File: src/hdl/ccp_pkg.sv
package ccp_pkg;

  // ==========================================================================
  // Register offsets (byte addresses)
  localparam logic [7:0] off_ctrl   = 8'h00;
  localparam logic [7:0] off_cmp    = 8'h04;
  localparam logic [7:0] off_tmr    = 8'h08;
  localparam logic [7:0] off_status = 8'h0C;
  localparam logic [7:0] off_mask   = 8'h10;
  localparam logic [7:0] off_pin    = 8'h14;

  // ==========================================================================
  // Control field positions
  localparam int ctrl_mode_lsb     = 0;
  localparam int ctrl_gate_en_bit  = 4;
  localparam int ctrl_gate_pol_bit = 5;
  localparam int ctrl_clk_sel_bit  = 6;
  localparam int ctrl_adc_en_bit   = 7;
  localparam int ctrl_tmr_on_bit   = 8;

  // ==========================================================================
  // Reset values
  localparam logic [8:0]  ctrl_reset  = 9'h000;
  localparam logic [15:0] cmp_reset   = 16'h0000;
  localparam logic [15:0] tmr_reset   = 16'h0000;
  localparam logic [1:0]  mask_reset  = 2'h0;

  // ==========================================================================
  // Status bit positions
  localparam int st_match_bit = 0;
  localparam int st_ovf_bit   = 1;

  // ==========================================================================
  // Timing
  localparam int pulse_cycles = 1;

  // ==========================================================================
  // Modes
  typedef enum logic [3:0] {
    mode_off        = 4'b0000,
    mode_tgl_clr    = 4'b0001,
    mode_tgl        = 4'b0010,
    mode_cap_fall   = 4'b0100,
    mode_cap_rise   = 4'b0101,
    mode_cap_rise4  = 4'b0110,
    mode_cap_rise16 = 4'b0111,
    mode_set        = 4'b1000,
    mode_clr        = 4'b1001,
    mode_pulse      = 4'b1010,
    mode_pulse_clr  = 4'b1011
  } mode_t;

  typedef struct packed {
    logic       tmr_on;
    logic       adc_en;
    logic       clk_sel;
    logic       gate_pol;
    logic       gate_en;
    logic [3:0] mode;
  } ctrl_t;

endpackage

File: src/hdl/ahb_slave.sv
`timescale 1ns/1ps
module ahb_slave (
  input  wire logic        hclk,
  input  wire logic        hresetn,
  input  wire logic        hsel,
  input  wire logic [31:0] haddr,
  input  wire logic [1:0]  htrans,
  input  wire logic        hwrite,
  input  wire logic [2:0]  hsize,
  input  wire logic        hready,
  input  wire logic [31:0] rdata,
  output logic             wr_en,
  output logic             rd_en,
  output logic [7:0]       addr,
  output logic [31:0]      hrdata,
  output logic             hreadyout,
  output logic             hresp
);
  logic       wpend_r;
  logic       wpend_nxt;
  logic [7:0] addr_r;
  logic [7:0] addr_nxt;
  logic       take;

  // ==========================================================================
  // Address phase capture; write done in data phase
  always_comb begin
    take      = hsel & hready & htrans[1];
    wpend_nxt = take & hwrite;
    addr_nxt  = take ? haddr[7:0] : addr_r;
  end

  always_ff @(posedge hclk or negedge hresetn) begin
    if (!hresetn) begin
      wpend_r <= 1'b0;
      addr_r  <= 8'h00;
    end else begin
      wpend_r <= wpend_nxt;
      addr_r  <= addr_nxt;
    end
  end

  assign wr_en     = wpend_r;
  assign rd_en     = take & ~hwrite;
  assign addr      = wpend_r ? addr_r : haddr[7:0];
  assign hreadyout = 1'b1;
  assign hresp     = 1'b0;

  always_ff @(posedge hclk or negedge hresetn) begin
    if (!hresetn) begin
      hrdata <= 32'h0000_0000;
    end else if (take & ~hwrite) begin
      hrdata <= rdata;
    end
  end

  logic unused_hsize;
  assign unused_hsize = ^hsize;
endmodule // ahb_slave

File: src/hdl/ccp_timer.sv
`timescale 1ns/1ps
// Notes on behaviour
// - Gated timer counts only while gate level equals polarity setting.
// - Gate applies only when gate enable set; otherwise counts freely.
// - Capture uses the timer, clocked by instruction clock or external clock.
// - On instruction clock the timer holds in sleep, resumes after wake.
// - Capture works in sleep if the selected clock keeps running.
// - Compare mode checks compare pair against timer count each timer tick.
// - Match drives pin per mode: toggle, set, clear, pulse variants.
// - Every match sets flag with pin action and optionally triggers ADC.
// - Modes 0001 and 1011 clear the timer count on match.
module ccp_timer (
  input  wire logic        hclk,
  input  wire logic        hresetn,
  input  wire logic        hsel,
  input  wire logic [31:0] haddr,
  input  wire logic [1:0]  htrans,
  input  wire logic        hwrite,
  input  wire logic [2:0]  hsize,
  input  wire logic [31:0] hwdata,
  input  wire logic        hready,
  output logic [31:0]      hrdata,
  output logic             hreadyout,
  output logic             hresp,
  input  wire logic        sleep,
  input  wire logic        ext_clk_pin,
  input  wire logic        gate_signal,
  input  wire logic        capture_pin,
  output logic             unit_output_pin,
  output logic             adc_trigger,
  output logic             irq
);
  // ==========================================================================
  // Bus slave
  logic        wr_en;
  logic        rd_en;
  logic [7:0]  addr;
  logic [31:0] rdata;
  logic        hrdata_w;

  ahb_slave u_bus (
    .hclk      (hclk),
    .hresetn   (hresetn),
    .hsel      (hsel),
    .haddr     (haddr),
    .htrans    (htrans),
    .hwrite    (hwrite),
    .hsize     (hsize),
    .hready    (hready),
    .rdata     (rdata),
    .wr_en     (wr_en),
    .rd_en     (rd_en),
    .addr      (addr),
    .hrdata    (hrdata),
    .hreadyout (hreadyout),
    .hresp     (hresp)
  );

  // ==========================================================================
  // Pin synchronisers
  logic ext_lvl;
  logic ext_rise;
  logic gate_lvl;
  logic cap_lvl;
  logic cap_rise;
  logic cap_fall;

  pin_sync u_ext (
    .hclk    (hclk),
    .hresetn (hresetn),
    .pin_in  (ext_clk_pin),
    .level   (ext_lvl),
    .rise    (ext_rise),
    .fall    ()
  );

  pin_sync u_gate (
    .hclk    (hclk),
    .hresetn (hresetn),
    .pin_in  (gate_signal),
    .level   (gate_lvl),
    .rise    (),
    .fall    ()
  );

  pin_sync u_cap (
    .hclk    (hclk),
    .hresetn (hresetn),
    .pin_in  (capture_pin),
    .level   (cap_lvl),
    .rise    (cap_rise),
    .fall    (cap_fall)
  );

  // ==========================================================================
  // State
  ccp_pkg::ctrl_t ctrl_r, ctrl_nxt;
  logic [15:0] cmp_r, cmp_nxt;
  logic [15:0] tmr_r, tmr_nxt;
  logic [1:0]  st_r, st_nxt;
  logic [1:0]  mask_r, mask_nxt;
  logic        pin_r, pin_nxt;
  logic        adc_r, adc_nxt;
  logic        irq_r, irq_nxt;
  logic [3:0]  pre_r, pre_nxt;

  logic        tick;
  logic        gate_ok;
  logic        is_cmp;
  logic        is_cap;
  logic        match;
  logic        cap_evt;
  logic        cap_edge;
  logic [1:0]  st_set;
  logic [15:0] tmr_inc;

  function automatic logic mode_is_compare(input logic [3:0] m);
    return (m == ccp_pkg::mode_tgl_clr) || (m == ccp_pkg::mode_tgl) || (m[3:2] == 2'b10);
  endfunction

  function automatic logic mode_is_capture(input logic [3:0] m);
    return (m[3:2] == 2'b01);
  endfunction

  always_comb begin
    is_cmp   = mode_is_compare(ctrl_r.mode);
    is_cap   = mode_is_capture(ctrl_r.mode);
    // Instruction clock stops in sleep; external keeps running
    tick     = ctrl_r.tmr_on & (ctrl_r.clk_sel ? ext_rise : ~sleep);
    gate_ok  = ~ctrl_r.gate_en | (gate_lvl == ctrl_r.gate_pol);
    match    = is_cmp & tick & (cmp_r == tmr_r);
    cap_edge = (ctrl_r.mode == ccp_pkg::mode_cap_fall) ? cap_fall : cap_rise;
    cap_evt  = 1'b0;
    unique case (ctrl_r.mode)
      ccp_pkg::mode_cap_fall,
      ccp_pkg::mode_cap_rise:   cap_evt = cap_edge;
      ccp_pkg::mode_cap_rise4:  cap_evt = cap_rise & (pre_r[1:0] == 2'b11);
      ccp_pkg::mode_cap_rise16: cap_evt = cap_rise & (pre_r == 4'hF);
      default:                  cap_evt = 1'b0;
    endcase
    cap_evt  = cap_evt & is_cap;
    tmr_inc  = tmr_r + 16'h0001;

    ctrl_nxt = ctrl_r;
    cmp_nxt  = cmp_r;
    tmr_nxt  = tmr_r;
    mask_nxt = mask_r;
    pin_nxt  = pin_r;
    adc_nxt  = 1'b0;
    pre_nxt  = (is_cap & cap_rise) ? pre_r + 4'h1 : pre_r;
    st_set   = 2'b00;

    if (tick && gate_ok) begin
      tmr_nxt = tmr_inc;
      if (tmr_r == 16'hFFFF) begin
        st_set[ccp_pkg::st_ovf_bit] = 1'b1;
      end
    end
    if (!is_cmp && !is_cap) begin
      pin_nxt = 1'b0;
    end
    if (ctrl_r.mode == ccp_pkg::mode_pulse || ctrl_r.mode == ccp_pkg::mode_pulse_clr) begin
      pin_nxt = 1'b0;
    end
    if (match) begin
      st_set[ccp_pkg::st_match_bit] = 1'b1;
      adc_nxt = ctrl_r.adc_en;
      unique case (ctrl_r.mode)
        ccp_pkg::mode_tgl_clr,
        ccp_pkg::mode_tgl:       pin_nxt = ~pin_r;
        ccp_pkg::mode_set:       pin_nxt = 1'b1;
        ccp_pkg::mode_clr:       pin_nxt = 1'b0;
        default:                 pin_nxt = 1'b1;
      endcase
      if (ctrl_r.mode == ccp_pkg::mode_tgl_clr || ctrl_r.mode == ccp_pkg::mode_pulse_clr) begin
        tmr_nxt = 16'h0000;
      end
    end
    if (cap_evt) begin
      cmp_nxt = tmr_r;
      st_set[ccp_pkg::st_match_bit] = 1'b1;
    end

    // Software writes; hardware capture wins over a compare write
    if (wr_en) begin
      unique case (addr)
        ccp_pkg::off_ctrl: begin
          ctrl_nxt = ccp_pkg::ctrl_t'(hwdata[8:0]);
          pre_nxt  = 4'h0;
        end
        ccp_pkg::off_cmp:  cmp_nxt  = cap_evt ? tmr_r : hwdata[15:0];
        ccp_pkg::off_tmr:  tmr_nxt  = hwdata[15:0];
        ccp_pkg::off_mask: mask_nxt = hwdata[1:0];
        default: ;
      endcase
    end
    // Set beats write-one-to-clear; relies on software clearing after mode change
    st_nxt = st_r | st_set;
    if (wr_en && addr == ccp_pkg::off_status) begin
      st_nxt = (st_r & ~hwdata[1:0]) | st_set;
    end
    irq_nxt = |(st_nxt & mask_nxt);
  end

  // ==========================================================================
  // Read mux
  always_comb begin
    rdata = 32'h0000_0000;
    unique case (addr)
      ccp_pkg::off_ctrl:   rdata = {23'h00_0000, ctrl_r};
      ccp_pkg::off_cmp:    rdata = {16'h0000, cmp_r};
      ccp_pkg::off_tmr:    rdata = {16'h0000, tmr_r};
      ccp_pkg::off_status: rdata = {30'h0000_0000, st_r};
      ccp_pkg::off_mask:   rdata = {30'h0000_0000, mask_r};
      ccp_pkg::off_pin:    rdata = {29'h0000_0000, cap_lvl, gate_lvl, pin_r};
      default:             rdata = 32'h0000_0000;
    endcase
  end

  always_ff @(posedge hclk or negedge hresetn) begin
    if (!hresetn) begin
      ctrl_r <= ccp_pkg::ctrl_reset;
      cmp_r  <= ccp_pkg::cmp_reset;
      tmr_r  <= ccp_pkg::tmr_reset;
      st_r   <= 2'h0;
      mask_r <= ccp_pkg::mask_reset;
      pin_r  <= 1'b0;
      adc_r  <= 1'b0;
      irq_r  <= 1'b0;
      pre_r  <= 4'h0;
    end else begin
      ctrl_r <= ctrl_nxt;
      cmp_r  <= cmp_nxt;
      tmr_r  <= tmr_nxt;
      st_r   <= st_nxt;
      mask_r <= mask_nxt;
      pin_r  <= pin_nxt;
      adc_r  <= adc_nxt;
      irq_r  <= irq_nxt;
      pre_r  <= pre_nxt;
    end
  end

  assign unit_output_pin = pin_r;
  assign adc_trigger     = adc_r;
  assign irq             = irq_r;

  logic unused;
  assign unused = rd_en ^ ext_lvl ^ hrdata_w;
  assign hrdata_w = 1'b0;

  // ==========================================================================
  // Checks
  chk_gate_hold: assert property (@(posedge hclk) disable iff (!hresetn)
    (ctrl_r.gate_en && gate_lvl != ctrl_r.gate_pol && !wr_en && !match)
      |=> (tmr_r == $past(tmr_r))) else $error("timer moved while gated");
  chk_free_run: assert property (@(posedge hclk) disable iff (!hresetn)
    (!ctrl_r.gate_en && ctrl_r.tmr_on && !ctrl_r.clk_sel && !sleep && !wr_en && !match)
      |=> (tmr_r == $past(tmr_r) + 16'h0001)) else $error("timer not free running");
  chk_sleep_hold: assert property (@(posedge hclk) disable iff (!hresetn)
    (sleep && !ctrl_r.clk_sel && !wr_en) |=> (tmr_r == $past(tmr_r)))
    else $error("timer moved in sleep");
  chk_ext_clock: assert property (@(posedge hclk) disable iff (!hresetn)
    (ctrl_r.clk_sel && !ext_rise && !wr_en) |=> (tmr_r == $past(tmr_r)))
    else $error("timer moved without ext edge");
  chk_capture_copy: assert property (@(posedge hclk) disable iff (!hresetn)
    cap_evt |=> (cmp_r == $past(tmr_r)) && st_r[0]) else $error("capture lost");
  chk_cap_sleep: assert property (@(posedge hclk) disable iff (!hresetn)
    (sleep && cap_evt) |=> st_r[0]) else $error("capture failed in sleep");
  chk_match_flag: assert property (@(posedge hclk) disable iff (!hresetn)
    match |=> st_r[0] && (adc_r == $past(ctrl_r.adc_en))) else $error("match flag missing");
  chk_match_eq: assert property (@(posedge hclk) disable iff (!hresetn)
    (is_cmp && tick && cmp_r == tmr_r) |=> st_r[0]) else $error("equality missed");
  chk_pin_set: assert property (@(posedge hclk) disable iff (!hresetn)
    (match && ctrl_r.mode == ccp_pkg::mode_set) |=> pin_r) else $error("pin not set");
  chk_tmr_clear: assert property (@(posedge hclk) disable iff (!hresetn)
    (match && !wr_en && (ctrl_r.mode == ccp_pkg::mode_tgl_clr ||
      ctrl_r.mode == ccp_pkg::mode_pulse_clr)) |=> (tmr_r == 16'h0000))
    else $error("timer not cleared");
endmodule // ccp_timer

File: src/hdl/pin_sync.sv
`timescale 1ns/1ps
module pin_sync (
  input  wire logic hclk,
  input  wire logic hresetn,
  input  wire logic pin_in,
  output logic      level,
  output logic      rise,
  output logic      fall
);
  logic [2:0] sh_r;
  logic [2:0] sh_nxt;
  logic       lvl_r;
  logic       lvl_nxt;

  // ==========================================================================
  // Three stages, change accepted when second and third agree
  always_comb begin
    sh_nxt  = {sh_r[1:0], pin_in};
    lvl_nxt = (sh_r[2] == sh_r[1]) ? sh_r[2] : lvl_r;
  end

  always_ff @(posedge hclk or negedge hresetn) begin
    if (!hresetn) begin
      sh_r  <= 3'h0;
      lvl_r <= 1'b0;
    end else begin
      sh_r  <= sh_nxt;
      lvl_r <= lvl_nxt;
    end
  end

  assign level = lvl_r;
  assign rise  = lvl_nxt & ~lvl_r;
  assign fall  = ~lvl_nxt & lvl_r;
endmodule // pin_sync

File: config.mk
export PLATFORM = sky130hd
export DESIGN_NAME = ccp_timer
export DESIGN_NICKNAME = d
export VERILOG_FILES = /design/src/hdl/ccp_pkg.sv /design/src/hdl/ahb_slave.sv /design/src/hdl/ccp_timer.sv /design/src/hdl/pin_sync.sv
export SDC_FILE = /design/constraint.sdc
export NUM_CORES = 1
export LEC_CHECK = 0
export BUFFER_PORTS_ARGS = -buffer_cell sky130_fd_sc_hd__buf_2
export CAP_MARGIN = 10
export CORE_ASPECT_RATIO = 1.25
export CORE_MARGIN = 8
export CORE_UTILIZATION = 58
export DETAILED_ROUTE_END_ITERATION = 8
export PLACE_DENSITY = 0.86
export SYNTH_ARGS = -nofsm -noshare
export SYNTH_HDL_FRONTEND = slang
export SYNTH_SLANG_ARGS = --single-unit
export TNS_END_PERCENT = 100
File: constraint.sdc
create_clock -name hclk -period 3.4 [get_ports hclk]
set_input_delay 0.17 -clock hclk [delete_from_list [all_inputs] [get_ports hclk]]
set_output_delay 0.17 -clock hclk [all_outputs]
set_load 0.005 [all_outputs]
Yosys cells after proc, flatten, opt, wreduce, memory -nomap -nowiden
Cells that the tools add are included.
Widths: inputs -> output; s select.
{"block": "totals", "regBits": 105, "latchBits": 0, "ram_bits": 0, "romBits": 0, "input_bits": 78, "out_inout_bits": 37, "wordCells": 122, "memories": 0}
{"block": "classes", "addsub": 2, "multipliers": 0, "div_mod_pow": 0, "order_cmp": 0, "n_eq_ne": 24, "n_shift": 0, "mux": 31, "bitwise_logic": 27, "reduce_logical": 15}
{"op": "$mux 16", "count": 9}
{"op": "$pmux 16 s6", "count": 1}
{"op": "$add 16x1->16 const B", "count": 1}
{"op": "$eq 16x16->1", "count": 1}
{"op": "$eq 16x16->1 const B", "count": 1}
{"op": "$eq 4x3->1 const B", "count": 4}
{"op": "$eq 4x4->1 const B", "count": 4}
{"op": "$eq 8x4->1 const B", "count": 2}
{"op": "$eq 8x5->1 const B", "count": 2}
{"op": "$and 1x1->1", "count": 14}
{"op": "$mux 1", "count": 12}
{"op": "$mux 4", "count": 3}
{"op": "$eq 8x3->1 const B", "count": 1}
{"op": "$logic_not 8->1", "count": 1}
{"op": "$mux 8", "count": 1}
{"op": "$not 1->1", "count": 7}
{"op": "$mux 2", "count": 3}
{"op": "$reduce_or 2->1", "count": 3}
{"op": "$add 4x1->4 const B", "count": 1}
{"op": "$and 2x2->2", "count": 2}
{"op": "$eq 1x1->1", "count": 4}
{"op": "$eq 2x2->1 const B", "count": 2}
{"op": "$eq 4x1->1 const B", "count": 1}
{"op": "$eq 4x2->1 const B", "count": 1}
{"op": "other kinds (11)", "count": 18}

Longest topological paths before layout
Gate-level depths: netlist (run 1).
{"block": "logic_depth", "word_depth": 13, "depth_mapped": 10, "depth_no_buf": 6}

Modules after synthesis
A second synthesis (run 1) with hierarchy kept.
{"block": "hier_totals", "cells_unflattened": 472, "hier_area_um2": 5390.2}
{"module": "ccp_timer", "n_inst": 1, "cells_per_inst": 349, "area_per_inst_um2": 3221.8, "seq_area_each_um2": 1301.2}
{"module": "ahb_slave", "n_inst": 1, "cells_per_inst": 102, "area_per_inst_um2": 1781.7, "seq_area_each_um2": 1026.0}
{"module": "pin_sync", "n_inst": 3, "cells_per_inst": 7, "area_per_inst_um2": 128.9, "seq_area_each_um2": 100.1}

Worst setup path after synthesis (run 1)
Ideal clock, no wire load.
{"block": "synth_timing", "path_type": "flip-flop to flip-flop", "from": "register tmr_r[7]", "to": "register tmr_r[5]", "setup_time_ns": 0.119, "arrival_time_ns": 1.881, "required_time_ns": 3.281, "setup_slack_ns": 1.400, "path_stages_with_launch": 9, "path_buffers": 2, "period_less_slack_ns": 2.000, "path_cell_list": "dfrtp_1 > buf_6 > xor2_2 > nor4_2 > nand3_1 > nor4_4 > a41o_2 > buf_12 > o21ai_2"}
{"block": "synth_via", "elab_chain_cells": 5}
{"item": "start, declared", "line": "ccp_timer.sv:99", "source": "logic [15:0] tmr_r, tmr_nxt;"}
{"item": "start signal, assigned", "line": "ccp_timer.sv:224", "source": "tmr_r <= ccp_pkg::tmr_reset;"}
{"item": "start signal, assigned", "line": "ccp_timer.sv:234", "source": "tmr_r <= tmr_nxt;"}
{"item": "$eq 16x16->1 (*)", "line": "ccp_timer.sv:131", "source": "match = is_cmp & tick & (cmp_r == tmr_r);"}
{"item": "$and 1x1->1 (*)", "line": "ccp_timer.sv:131"}
{"item": "$mux 16 (*)", "line": "ccp_timer.sv:165", "source": "if (match) begin"}
{"item": "$mux 16", "line": "ccp_timer.sv:186", "source": "unique case (addr)"}
{"item": "$mux 16 (*)", "line": "ccp_timer.sv:185", "source": "if (wr_en) begin"}
{"item": "net tmr_nxt[5]", "line": "ccp_timer.sv:99"}
The timed path passes the listed nets; every way through them passes the cells marked *.
A chain may end at the register's enable or synchronous reset.

Worst setup path after layout (run 1)
{"block": "layout_timing", "from": "register u_bus.wpend_r (netlist: u_bus.wr_en)", "to": "register ctrl_r[0] (netlist name)"}
{"block": "layout_via", "elab_chain_cells": 3}
{"item": "start, declared", "line": "ahb_slave.sv:19", "source": "logic wpend_r;"}
{"item": "start signal, assigned", "line": "ahb_slave.sv:38", "source": "wpend_r <= wpend_nxt;"}
{"item": "$mux 8", "line": "ahb_slave.sv:45", "source": "assign addr = wpend_r ? addr_r : haddr[7:0];"}
{"item": "$logic_not 8->1", "line": "ccp_timer.sv:186"}
{"item": "$reduce_and 2->1 (no line) (*)"}
{"item": "end signal, assigned", "line": "ccp_timer.sv:222", "source": "ctrl_r <= ccp_pkg::ctrl_reset;"}
{"item": "end signal, assigned", "line": "ccp_timer.sv:232", "source": "ctrl_r <= ctrl_nxt;"}
{"item": "end, declared", "line": "ccp_timer.sv:97", "source": "ccp_pkg::ctrl_t ctrl_r, ctrl_nxt;"}
Every way passes the cells marked *; elsewhere a longest branch is shown, timed or not.

==> results of run 1 <==
==> how the worst max path moves through the flow <==
| stage | startpoint | to | depth (start not counted) |
|---|---|---|---|
| global route | u_bus.wr_en | cmp_r[15] | 6 |
| detailed placement | u_bus.wr_en | ctrl_r[1] | 6 |
| CTS | u_bus.wr_en | ctrl_r[1] | 6 |
| finish | u_bus.wr_en | ctrl_r[0] | 6 |
| global placement | u_bus.wr_en | ctrl_r[1] | 6 |
| floorplan | tmr_r[7] | tmr_r[5] | 8 |
==> logic make-up (layout without fill, tap and decap cells) <==
group,after synthesis,after routing,share of synthesized area (%)
flip-flops,89,89,47.3
adder cells (fa/ha/maj),4,4,0.957
other,2,18,0.160
AO/OA/AOI/OAI,89,89,12.9
XOR/XNOR,37,37,7.04
multiplexers,34,34,7.81
buffers and inverters,47,81,6.56
AND/OR/NAND/NOR,152,152,17.2
==> area by class of cell <==
cell class | count | area, um^2 | area share [%]
clock buffer | 11 | 141 | 2.77
clock inverter | 5 | 31.3 | 0.613
inverter | 4 | 15.0 | 0.294
multi-input combinational | 334 | 2230 | 43.7
sequential | 89 | 2230 | 43.6
tap | 95 | 119 | 2.33
timing repair buffer | 61 | 338 | 6.62
==> registers in the layout, indices dropped and copies added (netlist names), 2 cells and up <==
signal / cells
pre_r: 4
u_bus.addr_r: 8
mask_r: 2
st_r: 2
cmp_r: 16
u_ext.sh_r: 3
ctrl_r: 9
tmr_r: 16
u_cap.sh_r: 3
u_gate.sh_r: 3
u_bus.hrdata: 16
==> cells in the mapped netlist, types with 5 or more instances <==
cell | number | share of area, %
dfrtp_1 | 89 | 47
nand2_1 | 79 | 6.3
o21ai_0 | 40 | 4.3
mux2i_1 | 21 | 4.5
xor2_1 | 21 | 3.9
buf_4 | 18 | 2.9
xnor2_1 | 15 | 2.8
nand3_1 | 14 | 1.5
nor2_1 | 13 | 1.0
mux2_2 | 12 | 2.9
clkbuf_1 | 10 | 0.80
o21ai_2 | 10 | 1.9
a22oi_1 | 9 | 1.4
buf_2 | 8 | 0.85
a222oi_1 | 6 | 1.3
and2_1 | 5 | 0.66
buf_6 | 5 | 1.2
==> metal layers <==
layer	GRT usage, %	vias to the layer above	wire length, um
li1	-	1644	-
met1	22.3	1746	4300
met2	34.9	119	5680
met3	4.76	28	566
met4	8.40	0	275
met5	0	-	0
==> metrics by stage <==
| step | utilization (%) | instance area [um^2] | std cells | hold WS, ns | total power, W |
|---|---|---|---|---|---|
| floorplan | - | 4770 | 470 | -0.126 | 0.00170 |
| global placement | 62.5 | 4900 | 580 | 0.279 | 0.00179 |
| detailed placement | 62.5 | 4900 | 580 | 0.279 | 0.00182 |
| CTS | 65.1 | 5100 | 599 | 0.00946 | 0.00248 |
| global route | 65.1 | 5100 | 599 | 0.0304 | 0.00259 |
| finish | 65.1 | 5100 | 599 | 0.00494 | 0.00247 |
==> what timing repair did <==
item,in CTS,in global routing
setup buffers,0,0
endpoints found under the hold margin,3,0
endpoints found under the setup margin,0,0
gates resized for setup,0,0
hold buffers,3,0
==> power by group through the flow <==
stage / logic [W] / clock network [W] / registers (W)
finish: 0.000426 / 0.000664 / 0.00139
global route: 0.000482 / 0.000706 / 0.00141
CTS: 0.000428 / 0.000673 / 0.00138
detailed placement: 0.000424 / 0 / 0.00140
global placement: 0.000404 / 0 / 0.00138
floorplan: 0.000375 / 0 / 0.00133
==> critical path, delay by kind of cell, from the launching register on <==
| family | cells | cell delay [ns] |
|---|---|---|
| buffers and inverters | 1 | 0.20 |
| AND/OR/NAND/NOR | 2 | 0.49 |
| flip-flops | 1 | 0.80 |
| AO/OA/AOI/OAI | 1 | 0.18 |
| multiplexers | 2 | 0.88 |
==> metrics.csv, run 1 <==
stage,metric,value,unit
status,status,"complete, no violations",
layout,final_common_cell,dfrtp_1,
timing,worstMarginPinSlew,1.12,ns
power_and_ir_drop,comb_power_share,17.2,%
layout,nFillCells,658,
power_and_ir_drop,intPower,0.00168,W
setup_path,cp_max_fo,17,
cts,insertion_delay,0.37,ns
synthesis,synth_cell_type_count,60,
power_and_ir_drop,power.density,485,nW/um^2
grt,grt_pass1_vias,3662,
synthesis,yosys_warnings,0,
placement,routabilityCongestion,0.847,
timing,rsz0062_at_grt,false,
power_and_ir_drop,p_switching,0.000792,W
timing,setup_tns,0,ns
layout,nets,579,
layout,drive_above_1_share,22.4,%
grt,grt_max_degree,90,
cts,clockBufferDepth,2,
routing,viasPerCell,5.90,
routing,wl_per_cell,18.1,um
synthesis,synthCells,454,
timing,fmax,374,MHz
floorplanning,die_y,117,um
synthesis,synth_seq_area_share,47.3,%
placement,io_buffers,52,
setup_path,r2r-start,u_bus.wr_en,
layout,syn_to_final_growth,8.40,%
grt,grt_first_pass_wirelength,17400,um
grt,track_usage,19.9,%
setup_path,required,3.64,ns
synthesis,syn_area,4710,um^2
setup_path,worst-r2r-cell-count,6,
floorplanning,die-area,11300,um^2
timing,slew_viol_final,0,
setup_path,cp_cell_sequence,mux2i_4 -> o21ai_0 -> nor2_1 -> buf_4 -> and2_1 -> mux2_2,
setup_path,cpMaxStageDelayCell,dfrtp_1,
timing,fin_crit_sh,78.7,%
floorplanning,ios,115,
timing,skew,0.0137,ns
cts,clkTransAtPathRegs,0.09,ns
routing,drc,0,
floorplanning,core-area,7840,um^2
timing,setup_viol,0,
power_and_ir_drop,vdd_ir_drop_max,0.350,mV
placement,post-place-ws,0.763,ns
layout,most-common-layout-cells,"89 x dfrtp_1, 79 x nand2_1, 51 x buf_2",
setup_path,ff2ff_setup_slack,0.73,ns
timing,max_slew_margin,25.3,%
job,drv_cap,0,
timing,setup_slack,0.725,ns
synthesis,yosys_register_bits,89,
min_path,hold_path.class,in -> async,
routing,drtPass1Iterations,5,
power_and_ir_drop,pwr-share-clk,26.8,%
cts,cts.sinks,89,
floorplanning,start_util,60.1,%
grt,grt.overflow.total,0,
floorplanning,rows,36,
power_and_ir_drop,switching_share,32.0,%
synthesis,syn_area_per_cell,10.4,um^2
timing,period_needed,2.67,ns
setup_path,cp_data_arrival_time,2.92,ns
synthesis,synth_ff_type,dfrtp_1,
setup_path,rr_endpoint,ctrl_r[0],
layout,antennaDiodeCount,0,
synthesis,synth_edf_count,0,
setup_path,cp-end-kind,flip-flop,
routing,vias,3537,
power_and_ir_drop,p_leak,2.37,nW
timing,timing.final.hold_violations,0,
floorplanning,die_x,96.6,um
cts,cts_tree,built,
placement,dp_hpwl,7670,um
routing,routed_wl,10800,um
routing,antenna_left,0,
setup_path,crit_type,reg -> reg,
cts,cts.htree.levels,3,
power_and_ir_drop,power_frac_seq,56.0,%
grt,antenna_found_initial,0,
setup_path,slowest_delay,0.80,ns
cts,clock-root-buffer,clkbuf_8,
synthesis,synth-async-reset-ratio,100,%
routing,drt_iter0_markers,255,
setup_path,crit_path_start_kind,flip-flop,
cts,cts_buffers,9,
(Power assumes the default switching activity.)
==> run 2, diff against run 1 <==
--- a/config.mk
+++ b/config.mk
@@ -9,9 +9,9 @@
 export CAP_MARGIN = 10
 export CORE_ASPECT_RATIO = 1.25
 export CORE_MARGIN = 8
-export CORE_UTILIZATION = 58
+export CORE_UTILIZATION = 49
 export DETAILED_ROUTE_END_ITERATION = 8
-export PLACE_DENSITY = 0.86
+export PLACE_DENSITY = 0.77
 export SYNTH_ARGS = -nofsm -noshare
 export SYNTH_HDL_FRONTEND = slang
 export SYNTH_SLANG_ARGS = --single-unit
==> constraint.sdc (replaced) <==
create_clock -name hclk -period 2.2 [get_ports hclk]
set_input_delay 0.11 -clock hclk [delete_from_list [all_inputs] [get_ports hclk]]
set_output_delay 0.11 -clock hclk [all_outputs]
set_load 0.005 [all_outputs]
==> metrics.csv, run 2 (synthesis results as in run 1) <==
stage,metric,value,unit
status,status,"complete, no violations",
floorplanning,start_util,49.8,%
placement,io_buffers,52,
floorplanning,core-area,9460,um^2
cts,cts.htree.levels,3,
cts,clkTransAtPathRegs,0.06,ns
setup_path,slowest_delay,0.41,ns
routing,drc,0,
floorplanning,die_x,104,um
timing,timing.final.hold_violations,0,
setup_path,ff2ff_setup_slack,0.10,ns
timing,holdWs,0.0119,ns
cts,cts_buffers,9,
layout,reg_top3,"cmp_r x16, tmr_r x16, u_bus.hrdata x16",
grt,grt_most_used_layer,met2,
timing,fmax,477,MHz
layout,most-common-layout-cells,"88 x dfrtp_1, 79 x nand2_1, 51 x buf_2",
routing,viasPerCell,5.52,
placement,routabilityCongestion,0.896,
grt,grt_pass1_vias,3802,
grt,grt_first_pass_wirelength,19000,um
routing,routed_wl,11500,um
floorplanning,ios,115,
cts,cts_tree,built,
setup_path,cpMaxStageDelayCell,dfrtp_1,
timing,skew,0.00671,ns
grt,met2_usage,31.7,%
job,drv_cap,0,
setup_path,cp_max_fo,16,
setup_path,cp.depth,7,
power_and_ir_drop,p_leak,2.65,nW
setup_path,worst-r2r-cell-count,7,
grt,grt_max_degree,60,
placement,placed_area,5180,um^2
min_path,hp-start,hwdata[13],
grt,grt.overflow.total,0,
placement,dp_hpwl,8270,um
floorplanning,rows,40,
setup_path,path_buf_inv,1,
setup_path,cp-end-kind,flip-flop,
layout,drive_above_1_share,27.1,%
cts,insertion_delay,0.35,ns
routing,wl_per_cell,17.2,um
power_and_ir_drop,power.density,791,nW/um^2
floorplanning,die-area,13000,um^2
layout,finalInstanceArea,5690,um^2
routing,vias,3696,
setup_path,crit_type,reg -> reg,
grt,met1_usage,20.2,%
layout,syn_to_final_growth,20.8,%
layout,antennaDiodeCount,0,
timing,fin_crit_sh,95.3,%
cts,clockBufferDepth,2,
setup_path,cp_top_family,simple AND/OR/NAND/NOR gates,
setup_path,cp_cell_sequence,or2_2 -> a21oi_1 -> nand3_1 -> nor4_4 -> a41o_2 -> buf_12 -> o21ai_0,
timing,setup_viol,0,
setup_path,cp_data_arrival_time,2.32,ns
layout,nets,618,
setup_path,required,2.42,ns
routing,antenna_left,0,
timing,rsz0062_at_grt,false,
grt,antenna_found_initial,0,
power_and_ir_drop,vdd_ir_drop_max,0.447,mV
floorplanning,die_y,126,um
timing,period_needed,2.10,ns
grt,use_met3,3.91,%
setup_path,crit_path_start_kind,flip-flop,
grt,track_usage,18.0,%
timing,setup_tns,0,ns
setup_path,rr_endpoint,tmr_r[15],
min_path,hold_path.class,in -> reg,
cts,clock-root-buffer,clkbuf_16,
cts,cts.sinks,89,
routing,drt_iter0_markers,227,
setup_path,r2r-start,ctrl_r[6],
min_path,hold_path_end,tmr_r[13],
min_path,hold_depth,3,
timing,slew_viol_final,0,
power_and_ir_drop,p_total,0.00450,W
layout,final_common_cell,dfrtp_1,
routing,drtPass1Iterations,5,
[run 2: repair_timing]
| action | CTS | global route |
|---|---|---|
| endpoints found under the setup margin | 17 | 10 |
| gates resized for setup | 2 | 7 |
| pin swaps | 1 | 2 |
| buffers inserted | 0 | 1 |
| hold buffers | 14 | 0 |
| hold endpoints to repair | 44 | 0 |
[run 2: area by class of cell]
class / instances / area, um^2
well taps: 126 / 158
clock buffers: 10 / 229
multi-input cells: 334 / 2280
fillers: 790 / 3770
flip-flops and latches: 89 / 2230
clock inverters: 6 / 82.6
inverters: 4 / 15.0
repair buffers: 100 / 696
[run 2: how the worst max path moves through the flow]
stage,startpoint,endpoint,slack (ns)
after global placement,u_bus.wr_en,irq,0.02
after CTS,u_bus.wr_en,u_bus.hrdata[1],0.02
after floorplan,tmr_r[7],tmr_r[5],0.20
after global routing,u_bus.wr_en,cmp_r[7],0.005
after detailed placement,u_bus.wr_en,cmp_r[5],-0.07
final,ctrl_r[6],tmr_r[15],0.10
[run 2: stage by stage]
stage | setup WS (ns) | std cells | util [%]
6_report | 0.102 | 669 | 60.1
5_1_grt | 0.00509 | 669 | 60.1
4_1_cts | 0.0200 | 668 | 59.6
3_5_place_dp | -0.0704 | 638 | 54.8
3_3_place_gp | 0.0171 | 638 | 54.8
2_1_floorplan | 0.200 | 470 | -
[run 2: power by group]
part / total [W] / leakage (nW) / internal (W) / switching, W
sequential: 0.00210 / 1.14 / 0.00185 / 0.000251
clock: 0.00162 / 0.152 / 0.000989 / 0.000628
combinational: 0.000783 / 1.36 / 0.000374 / 0.000409
[run 2: tightest hold or removal path: stages]
cell and delay [ns]:
buf_2 0.10, nand2_1 0.06, o21ai_2 0.05
[run 2: per-layer routing]
metal	wire length (um)	vias up
met5	0	-
met4	352	0
met3	605	26
met2	6020	114
met1	4550	1821
li1	-	1735
